`src/tc_scan_defines.vh`:
```
`ifndef TC_SCAN_DEFINES_VH
`define TC_SCAN_DEFINES_VH

// register index = register number minus 40001
`define REG_SLAVE_ADDR 8'h00
`define REG_UART_SETUP 8'h01
`define REG_DELAYS 8'h02
`define REG_CHAN_ENABLE 8'h03
`define REG_CONV_RATE 8'h04
`define REG_LARGE_FILT 8'h05
`define REG_SMALL_FILT 8'h06
`define REG_TYPE_BASE 8'h07
`define REG_VERSION 8'h20
`define REG_CONV_STATUS 8'h2f
`define REG_DATA_BASE 8'h30

// field layouts
`define UART_BAUD_LSB 0
`define UART_BAUD_MSB 4
`define UART_PAR_LSB 5
`define UART_PAR_MSB 6
`define STATUS_CHAN_LSB 8
`define STATUS_CHAN_MSB 10

// reset values
`define RST_SLAVE_ADDR 8'h01
// baud code 5 in bits 4:0, parity code 3 (none, one stop) in 6:5
`define RST_UART_SETUP 16'h0065
`define RST_DELAYS 16'h0003
`define RST_CHAN_ENABLE 7'h7f
`define RST_CONV_RATE 16'h003c
`define RST_FILTER 16'h0000
`define RST_TYPE 3'h0
`define RST_DATA 16'h8000

// sensor type codes
`define TYPE_J 3'h0
`define TYPE_K 3'h1
`define TYPE_T 3'h2
`define TYPE_E 3'h3
`define TYPE_R 3'h4
`define TYPE_S 3'h5
`define TYPE_B 3'h6
`define TYPE_C 3'h7

// timing
`define CLK_MHZ 100
`define CONV_PER_SEC 25
`define CONV_PERIOD_US (1000000 / `CONV_PER_SEC)
`define CONV_PERIOD_CYCLES (`CONV_PERIOD_US * `CLK_MHZ)

`define NUM_CHAN 7
`endif

```
`src/tc_scan_ctrl.v`:
```
// The address-and-strobe port and the register addresses are this design's own decisions.
`timescale 1ns/1ps
`include "tc_scan_defines.vh"

module tc_scan_ctrl #(
	parameter CONV_PERIOD = `CONV_PERIOD_CYCLES,
	parameter [15:0] VERSION_CODE = 16'h0001
)(
	// clock and reset
	input wire core_clk,
	input wire rst_n,
	// register port
	input wire [7:0] reg_addr,
	input wire [15:0] reg_wdata,
	input wire reg_wr,
	input wire reg_rd,
	output reg [15:0] reg_rdata,
	// shared converter
	output reg conv_start,
	output reg [2:0] conv_chan,
	output reg [2:0] conv_type,
	input wire conv_done,
	input wire [15:0] conv_result,
	// settings toward the serial engine and filters, and the busy status
	output wire [7:0] slave_addr,
	output wire [4:0] baud_sel,
	output wire [1:0] parity_sel,
	output wire [7:0] resp_delay_ms,
	output wire [7:0] query_delay_ms,
	output wire [15:0] conv_rate,
	output wire [15:0] large_filt,
	output wire [15:0] small_filt,
	output wire [6:0] chan_enable,
	output wire busy
);

	localparam S_IDLE = 1'b0;
	localparam S_CONV = 1'b1;

	// next enabled channel above cur, wrapping to the lowest
	function [2:0] next_chan;
		input [2:0] cur;
		input [6:0] en;
		integer i;
		reg [3:0] sum;
		reg found;
		begin
			next_chan = cur;
			found = 1'b0;
			for (i = 1; i <= `NUM_CHAN; i = i + 1)
			begin
				// four bits so cur + i cannot overflow before the wrap
				sum = {1'b0, cur} + i[3:0];
				if (sum >= 4'd7)
					sum = sum - 4'd7;
				if (!found && en[sum[2:0]])
				begin
					next_chan = sum[2:0];
					found = 1'b1;
				end
			end
		end
	endfunction

	// true when addr falls in a block of seven starting at base
	function in_chan_block;
		input [7:0] addr;
		input [7:0] base;
		begin
			in_chan_block = (addr >= base) && (addr < base + 8'd7);
		end
	endfunction

	reg [7:0] slave_addr_q;
	reg [15:0] uart_setup_q;
	reg [15:0] delays_q;
	reg [6:0] chan_en_q;
	reg [15:0] conv_rate_q;
	reg [15:0] large_filt_q;
	reg [15:0] small_filt_q;
	reg [2:0] type_q [0:6];
	reg [15:0] data_q [0:6];
	reg [7:0] conv_cnt_q;
	reg [2:0] last_chan_q;
	reg [2:0] cur_chan_q;
	reg state_q;
	reg [31:0] tick_cnt_q;
	reg tick_q;
	wire [2:0] wr_idx;
	wire [2:0] rd_idx;
	wire [2:0] seq_next;
	wire [7:0] wr_off;
	wire [7:0] rd_off;
	integer k;
	integer m;

	// offsets within a channel block; only the low bits index the arrays
	assign wr_off = reg_addr - `REG_TYPE_BASE;
	assign rd_off = reg_addr - `REG_DATA_BASE;
	assign wr_idx = wr_off[2:0];
	assign rd_idx = rd_off[2:0];

	// settings drive the neighbouring blocks straight from storage
	assign slave_addr = slave_addr_q;
	assign baud_sel = uart_setup_q[`UART_BAUD_MSB:`UART_BAUD_LSB];
	assign parity_sel = uart_setup_q[`UART_PAR_MSB:`UART_PAR_LSB];
	assign resp_delay_ms = delays_q[7:0];
	assign query_delay_ms = delays_q[15:8];
	assign conv_rate = conv_rate_q;
	assign large_filt = large_filt_q;
	assign small_filt = small_filt_q;
	assign chan_enable = chan_en_q;
	assign busy = state_q;

	// fixed conversion pace
	// one tick per conversion slot; the slot rate never depends on
	// how many channels are on, so per-channel rate scales freely
	always @(posedge core_clk or negedge rst_n)
	begin
		if (!rst_n)
		begin
			tick_cnt_q <= 32'h0;
			tick_q <= 1'b0;
		end
		else if (tick_cnt_q == CONV_PERIOD - 1)
		begin
			tick_cnt_q <= 32'h0;
			tick_q <= 1'b1;
		end
		else
		begin
			tick_cnt_q <= tick_cnt_q + 32'h1;
			tick_q <= 1'b0;
		end
	end

	assign seq_next = next_chan(cur_chan_q, chan_en_q);

	// scan sequencer; a tick arriving mid-conversion is dropped
	always @(posedge core_clk or negedge rst_n)
	begin
		if (!rst_n)
		begin
			state_q <= S_IDLE;
			cur_chan_q <= 3'h6;
			conv_start <= 1'b0;
			conv_chan <= 3'h0;
			conv_type <= `TYPE_J;
		end
		else
		begin
			conv_start <= 1'b0;
			case (state_q)
				S_IDLE:
				begin
					if (tick_q && (chan_en_q != 7'h0))
					begin
						cur_chan_q <= seq_next;
						conv_chan <= seq_next;
						conv_type <= type_q[seq_next];
						conv_start <= 1'b1;
						state_q <= S_CONV;
					end
				end
				S_CONV:
				begin
					if (conv_done)
						state_q <= S_IDLE;
				end
				default:
					state_q <= S_IDLE;
			endcase
		end
	end

	// result capture and conversion bookkeeping
	always @(posedge core_clk or negedge rst_n)
	begin
		if (!rst_n)
		begin
			conv_cnt_q <= 8'h00;
			last_chan_q <= 3'h0;
			for (k = 0; k < `NUM_CHAN; k = k + 1)
				data_q[k] <= `RST_DATA;
		end
		else if (state_q == S_CONV && conv_done)
		begin
			data_q[cur_chan_q] <= conv_result;
			conv_cnt_q <= conv_cnt_q + 8'h01;
			last_chan_q <= cur_chan_q;
		end
	end

	// settings storage, written from the register port
	always @(posedge core_clk or negedge rst_n)
	begin
		if (!rst_n)
		begin
			slave_addr_q <= `RST_SLAVE_ADDR;
			uart_setup_q <= `RST_UART_SETUP;
			delays_q <= `RST_DELAYS;
			chan_en_q <= `RST_CHAN_ENABLE;
			conv_rate_q <= `RST_CONV_RATE;
			large_filt_q <= `RST_FILTER;
			small_filt_q <= `RST_FILTER;
			for (m = 0; m < `NUM_CHAN; m = m + 1)
				type_q[m] <= `RST_TYPE;
		end
		else if (reg_wr)
		begin
			case (reg_addr)
				`REG_SLAVE_ADDR:
					slave_addr_q <= reg_wdata[7:0];
				`REG_UART_SETUP:
					uart_setup_q <= {9'h0, reg_wdata[6:0]};
				`REG_DELAYS:
					delays_q <= reg_wdata;
				`REG_CHAN_ENABLE:
					chan_en_q <= reg_wdata[6:0];
				`REG_CONV_RATE:
					conv_rate_q <= reg_wdata;
				`REG_LARGE_FILT:
					large_filt_q <= reg_wdata;
				`REG_SMALL_FILT:
					small_filt_q <= reg_wdata;
				default:
				begin
					if (in_chan_block(reg_addr, `REG_TYPE_BASE))
						type_q[wr_idx] <= reg_wdata[2:0];
				end
			endcase
		end
	end

	// register read path
	// data stand only in the cycle after the strobe; unmapped reads zero
	always @(posedge core_clk or negedge rst_n)
	begin
		if (!rst_n)
			reg_rdata <= 16'h0000;
		else if (!reg_rd)
			reg_rdata <= 16'h0000;
		else
		begin
			case (reg_addr)
				`REG_SLAVE_ADDR:
					reg_rdata <= {8'h00, slave_addr_q};
				`REG_UART_SETUP:
					reg_rdata <= uart_setup_q;
				`REG_DELAYS:
					reg_rdata <= delays_q;
				`REG_CHAN_ENABLE:
					reg_rdata <= {9'h000, chan_en_q};
				`REG_CONV_RATE:
					reg_rdata <= conv_rate_q;
				`REG_LARGE_FILT:
					reg_rdata <= large_filt_q;
				`REG_SMALL_FILT:
					reg_rdata <= small_filt_q;
				`REG_VERSION:
					reg_rdata <= VERSION_CODE;
				`REG_CONV_STATUS:
					reg_rdata <= {5'h00, last_chan_q, conv_cnt_q};
				default:
				begin
					if (in_chan_block(reg_addr, `REG_TYPE_BASE))
						reg_rdata <= {13'h0000, type_q[wr_idx]};
					else if (in_chan_block(reg_addr, `REG_DATA_BASE))
						reg_rdata <= data_q[rd_idx];
					else
						reg_rdata <= 16'h0000;
				end
			endcase
		end
	end

endmodule // tc_scan_ctrl

```
`config.mk`:
```
export PLATFORM = sky130hd
export DESIGN_NAME = tc_scan_ctrl
export DESIGN_NICKNAME = d
export VERILOG_FILES = /design/src/tc_scan_ctrl.v
export VERILOG_INCLUDE_DIRS = /design/src
export SDC_FILE = /design/constraint.sdc
export NUM_CORES = 1
export LEC_CHECK = 0
export ABC_AREA = 1
export ABC_CLOCK_PERIOD_IN_PS = 3850
export BUFFER_PORTS_ARGS = -buffer_cell sky130_fd_sc_hd__buf_2
export CORE_MARGIN = 3
export CORE_UTILIZATION = 59
export DETAILED_ROUTE_END_ITERATION = 10
export GPL_TIMING_DRIVEN = 1
export HOLD_SLACK_MARGIN = 0.05
export PLACE_DENSITY = 0.91
export SLEW_MARGIN = 20
export SYNTH_ARGS = -nofsm -noshare
export SYNTH_HDL_FRONTEND = slang
export SYNTH_SLANG_ARGS = --single-unit
```
`constraint.sdc`:
```
create_clock -name core_clk -period 3.85 [get_ports core_clk]
set_input_delay 0.385 -clock core_clk [delete_from_list [all_inputs] [get_ports core_clk]]
set_output_delay 0.385 -clock core_clk [all_outputs]
set_load 0.005 [all_outputs]
```
==> Word-level counts from Yosys, hierarchy flattened <==
Cells that the tools add are included.
{ "op_classes": {"reduce_logical": 30, "order_cmp": 24, "n_eq_ne": 9, "bitwise": 6, "n_mux": 59, "addsub": 18} }
{ "ops": {"columns": ["op", "n"], "rows": [
  ["$pmux W16 S9", 1],
  ["$bwmux W112", 1],
  ["$mux W16", 6],
  ["$mux W3", 19],
  ["$bmux W16 S3", 1],
  ["$demux W16 S3", 1],
  ["$add A32 B1 Y32 const B", 1],
  ["$eq A32 B22 Y1 const B", 1],
  ["$mux W32", 1],
  ["$ge A4 B3 Y1 const B", 7],
  ["$lt A3 B4 Y1 const B", 7],
  ["$eq A8 B3 Y1 const B", 3],
  ["$sub A3 B3 Y3 const B", 8],
  ["$bmux W1 S3", 7],
  ["$bwmux W21", 1],
  ["$bmux W3 S3", 2],
  ["$mux W1", 17],
  ["$add A3 B3 Y4 const B", 4],
  ["$eq A8 B2 Y1 const B", 2],
  ["$eq A8 B6 Y1 const B", 2],
  ["$ge A4 B4 Y1 const B", 4],
  ["$not A3 Y4", 4],
  ["$reduce_and A2 Y1", 8],
  ["$logic_and A1 B1 Y1", 12],
  ["18 further kinds", 26]
]} }
{ "totals": {"wordCells": 177, "out_inout_bits": 110, "reg_bits": 290} }

==> Depth between registers and ports, before layout <==
{ "logic_depth": {"ltp_word": 28, "depth_mapped": 28, "ltp_nobuf": 27} }

==> Least setup slack after synthesis <==
Ideal clock, no wire load.
{ "synth_path": {"path_type": "flip-flop to flip-flop", "startpoint": "register cur_chan_q[1]", "endpoint": "register conv_type[1]", "setup_slack_ns": 0.616, "t_arrival_ns": 3.110, "setup_time_ns": 0.124, "path_stages_with_launch": 20, "period_less_slack_ns": 3.234, "cell_sequence": "dfstp_2 > inv_1 > ha_1 > inv_1 > fa_1 > o21ai_0 > inv_1 > nand2_1 > nand2_2 > nor2_8 > nand4_4 > nor2_4 > a21oi_2 > nand2_4 > nand2_2 > buf_6 > nand2_1 > nand3_1 > nand3_1 > nand3_1"} }
{ "synth_via": {"elab_chain_len": 28} }
{ "synth_lines": {"columns": ["item", "line", "source"], "rows": [
  ["start, declared", "tc_scan_ctrl.v:85", "reg [2:0] cur_chan_q;"],
  ["start signal, assigned", "tc_scan_ctrl.v:158", "cur_chan_q <= seq_next;"],
  ["$add A3 B1 Y4", "tc_scan_ctrl.v:53", "sum = {1'b0, cur} + i[3:0];"],
  ["$ge A4 B3 Y1 or $sub A3 B3 Y3 (tied branches)", "tc_scan_ctrl.v:54, tc_scan_ctrl.v:55", null],
  ["$mux W3", "tc_scan_ctrl.v:54", "if (sum >= 4'd7)"],
  ["$bmux W1 S3", "tc_scan_ctrl.v:56", "if (!found && en[sum[2:0]])"],
  ["$mux W1 (implied by the code)", "tc_scan_ctrl.v:56", null],
  ["$mux W1", "tc_scan_ctrl.v:56", null],
  ["$logic_not A1 Y1", "tc_scan_ctrl.v:56", null],
  ["$logic_and A1 B1 Y1", "tc_scan_ctrl.v:56", null],
  ["(+11 left out)", null, null],
  ["$logic_and A1 B1 Y1", "tc_scan_ctrl.v:56", null],
  ["$mux W1", "tc_scan_ctrl.v:56", null],
  ["$logic_not A1 Y1", "tc_scan_ctrl.v:56", null],
  ["$logic_and A1 B1 Y1", "tc_scan_ctrl.v:56", null],
  ["$mux W3 *", "tc_scan_ctrl.v:56", null],
  ["$not A3 Y4 (implied by the code) *", "tc_scan_ctrl.v:160", "conv_type <= type_q[seq_next];"],
  ["$bmux W3 S3 *", "tc_scan_ctrl.v:160", null],
  ["$mux W3 (implied by the code) * (2 in series)", "tc_scan_ctrl.v:160", null],
  ["end signal, assigned", "tc_scan_ctrl.v:148", "conv_type <= `TYPE_J;"],
  ["end signal, assigned", "tc_scan_ctrl.v:160", null],
  ["end, declared", "tc_scan_ctrl.v:21", "output reg [2:0] conv_type,"]
]} }
Mark *: on every way between the ends. The rest lies on a longest branch, timed or not. The select of a mux whose other input is x is not followed.
A chain may end at the register's enable or synchronous reset.

==> Worst setup path in the final report <==
{ "layout_path": {"startpoint": "register cur_chan_q[1]", "endpoint": "register conv_type[0]"} }
Same word-level chain as after synthesis.

==> results.md <==
* Status: completed
* Site row count at 56
* Worst path arrival time at 4.04 ns
* First-pass DRT Iterations at 6
* GPL Wtd Cong at 0.983
* Max frequency at 0.280 GHz
* Layout cells sized above 1 at 0.167
* Starting DRT DRC Count at 1,957
* Synth Instances at 1,783
* Worst-skew pair later-pin latency at 0.58 ns
* Worst hold path depth at 3
* Reg clk slew, reported paths at 0.07 ns
* CP peak stage delay at 0.61 ns
* Worst Setup End Kind: flip-flop
* CTS tree: done
* Final worst slack at 0.279 ns
* Maximum fanout along the worst path at 13
* Die Wd at 163 um
* Clk buf depth at 3
* R2R Setup Slk at 0.28 ns
* Fin Clk Skew at 0.0186 ns
* Lkg Pwr at 8.27 nW
* Routed WL at 45,500 um
* Layout Nets at 2,006
* Crit Reg-Reg Startpoint: cur_chan_q[1]$_DFFE_PN1P_
* Critical path class: reg2reg
* P&R area growth vs syn at 16.7%
* Seq cells post-synth at 289
* Yosys cell types at 56
* Worst reg2reg path depth at 25
* Most frequent CP cell: nand2_1
* Final core occ at 0.712
* Post-Syn Area at 0.0145 mm^2
* Worst hold-check path type: in2reg
* Syn nets at 1,847
* Slew HR at 0.264
* Post-DP HPWL at 30,300 um
* Total gr overflow at 0
* Final Hold Viols at 0
* Pwr/cell area at 411 mW/mm^2
* Via density at 6.20
* Top Ports at 155
* Reg2reg end: conv_type[0]$_DFFE_PN0P_
* CP Launch Type: flip-flop
* Clock root cell: clkbuf_16
* Hold_sp: conv_result[8]
* Tmin final at 3.57 ns
* Initial antenna violation count at 0
* DRC at 0
* Dpl cells at 2,211
* Worst Tran Pin Value at 1.10 ns
* Chip Height at 163 um
* All-Layer GR Usage at 0.341
* Sequential area share after synthesis at 0.500
* Vias in the first global route at 13,500
* H-tree Lvls at 1
* First-pass GRT wire length at 72,100 um
* Sum Neg Setup Slack at 0 ns
* Buffers on Ports at 154
* Critical Path RT at 4.32 ns
* Final cycle utilization of the critical path at 0.927
* Place WS at 0.167 ns
* WL/cell at 19.9 um
* Vias at 14,167
* Final setup fails at 0
* Average cell area after synthesis at 8.15 um^2
* CP max-delay cell: dfstp_2
* Final Non-Filler Cells at 2,286
* CTS buffer count at 30
* Max Cap Violations at 0
* Hold EP: data_q[88]$_DFFE_PN0P_
* Ys Warns at 0
* Post-route ant nets at 0
* Final max-slew violation count at 0
* DIE AREA at 0.0266 mm^2
* Core area at 0.0238 mm^2
* VDD IR max at 0.321 mV
* Largest net degree at the start of global routing at 125
* CTS Sinks at 289
* Initial Utilization at 0.610
==> sequential cells by signal (all words and copies together), names as in the netlist, 8 cells and up <==
name	flops
conv_cnt_q	8
conv_rate	16
data_q	112
delays_q	16
large_filt	16
reg_rdata	16
slave_addr	8
small_filt	16
tick_cnt_q	32
type_q	21
==> cells in the final DEF (no fill, tap or decap), types with 7 or more instances in the layout <==
cell type	netlist	layout
nand2_1	431	425
dfrtp_1	262	261
o21ai_0	258	256
inv_1	165	164
buf_2	3	153
nor2_1	105	102
nand3_1	98	98
a21oi_1	84	84
nor3_1	39	37
buf_4	2	34
clkbuf_16	0	30
nand4_1	27	27
dfstp_2	27	27
o211ai_1	22	22
a221oi_1	20	20
xor2_1	19	19
nand2_2	11	17
ha_1	18	17
a31oi_1	11	11
dlygate4sd3_1	0	11
a22o_1	10	10
a211oi_1	10	10
o21ai_1	10	10
inv_2	9	9
o22ai_1	9	9
o221ai_1	8	8
nor4_1	7	7
clkbuf_8	0	7
==> area by class of cell <==
| type | count | area [um^2] |
|---|---|---|
| Sequential cell | 289 | 7270 |
| Inverter | 177 | 668 |
| Fill cell | 1750 | 6850 |
| Tap cell | 319 | 399 |
| Multi-Input combinational cell | 1242 | 6350 |
| Timing Repair inverter | 1 | 5.00 |
| Timing Repair Buffer | 201 | 1180 |
| Antenna cell | 1 | 2.50 |
| Clock buffer | 42 | 866 |
| Clock inverter | 14 | 239 |
==> timing repair <==
| item | in CTS | in global routing |
|---|---|---|
| setup buffers | 0 | 6 |
| endpoints found under the hold margin | 126 | 0 |
| hold buffers | 11 | 0 |
| endpoints found under the setup margin | 0 | 7 |
| gates resized for setup | 0 | 10 |
==> metrics by stage <==
step | total power, mW | area, um^2 | hold slack (ns)
after global routing | 7.18 | 17000 | 0.0793
after CTS | 6.95 | 16900 | 0.0542
after floorplan | 3.53 | 14500 | 0.0894
after global placement | 3.78 | 15700 | 0.449
final | 6.97 | 17000 | 0.0689
after detailed placement | 3.80 | 15700 | 0.455
==> report_power, final <==
part	internal (mW)	switching (mW)
Sequential	3.13	0.0811
Clock	1.92	1.28
Combinational	0.182	0.381
Total	5.23	1.74
==> layer usage <==
| metal | wire, um | GRT usage |
|---|---|---|
| met2 | 21100 | 0.547 |
| met3 | 5140 | 0.0677 |
| met4 | 2190 | 0.146 |
| met5 | 0 | 0 |
| met1 | 17100 | 0.456 |
==> worst max path at each step <==
stage	start	to	slack [ns]	cells past startpoint
2_1_floorplan	cur_chan_q[1]$_DFFE_PN1P_	conv_type[1]$_DFFE_PN0P_	0.62	19
3_3_place_gp	cur_chan_q[1]$_DFFE_PN1P_	conv_type[0]$_DFFE_PN0P_	0.22	22
3_5_place_dp	cur_chan_q[1]$_DFFE_PN1P_	conv_type[0]$_DFFE_PN0P_	0.17	22
4_1_cts	cur_chan_q[1]$_DFFE_PN1P_	conv_type[0]$_DFFE_PN0P_	0.15	22
5_1_grt	cur_chan_q[1]$_DFFE_PN1P_	conv_type[0]$_DFFE_PN0P_	-0.03	24
6_report	cur_chan_q[1]$_DFFE_PN1P_	conv_type[0]$_DFFE_PN0P_	0.28	25
==> critical path, delay by kind of cell (launching register included) <==
kind / cells / cell delay [ns]
AND/OR/NAND/NOR: 19 / 1.71
flip-flops: 1 / 0.61
buffers and inverters: 3 / 0.51
adder cells (fa/ha/maj): 2 / 0.51
AO/OA/AOI/OAI: 1 / 0.14
==> cells in the mapped netlist (all sizes together) <==
cell,count,area [um^2]
inv,174,653
o22ai,9,56.3
nor3,40,205
o21ai,270,1360
o311ai,1,8.76
nor4,8,56.3
buf,10,71.3
a31oi,11,68.8
a221oi,20,175
nand2,445,1720
a2111oi,1,8.76
nor2,108,437
fa,1,20.0
xnor2,4,35.0
nor3b,2,15.0
o221ai,8,70.1
a211oi,10,75.1
nand3,103,541
nand4,29,203
clkbuf,65,244
a311oi,5,43.8
a21o,1,7.51
ha,18,225
a21oi,86,438
nand3b,2,27.5
or2,3,21.3
and2,1,8.76
o211ai,22,165
o21a,1,7.51
clkinv,3,11.3
nor4b,1,8.76
dfstp,27,709
a22o,10,87.6
dfrtp,262,6560
o2111ai,2,17.5
xor2,20,183
==> kinds of logic after synthesis <==
group                    after synthesis  synth area share
XOR/XNOR                              24            0.0150
AO/OA/AOI/OAI                        457             0.178
buffers and inverters                252            0.0674
adder cells (fa/ha/maj)               19            0.0169
flip-flops                           289             0.500
AND/OR/NAND/NOR                      742             0.223
(Power assumes the default switching activity.)
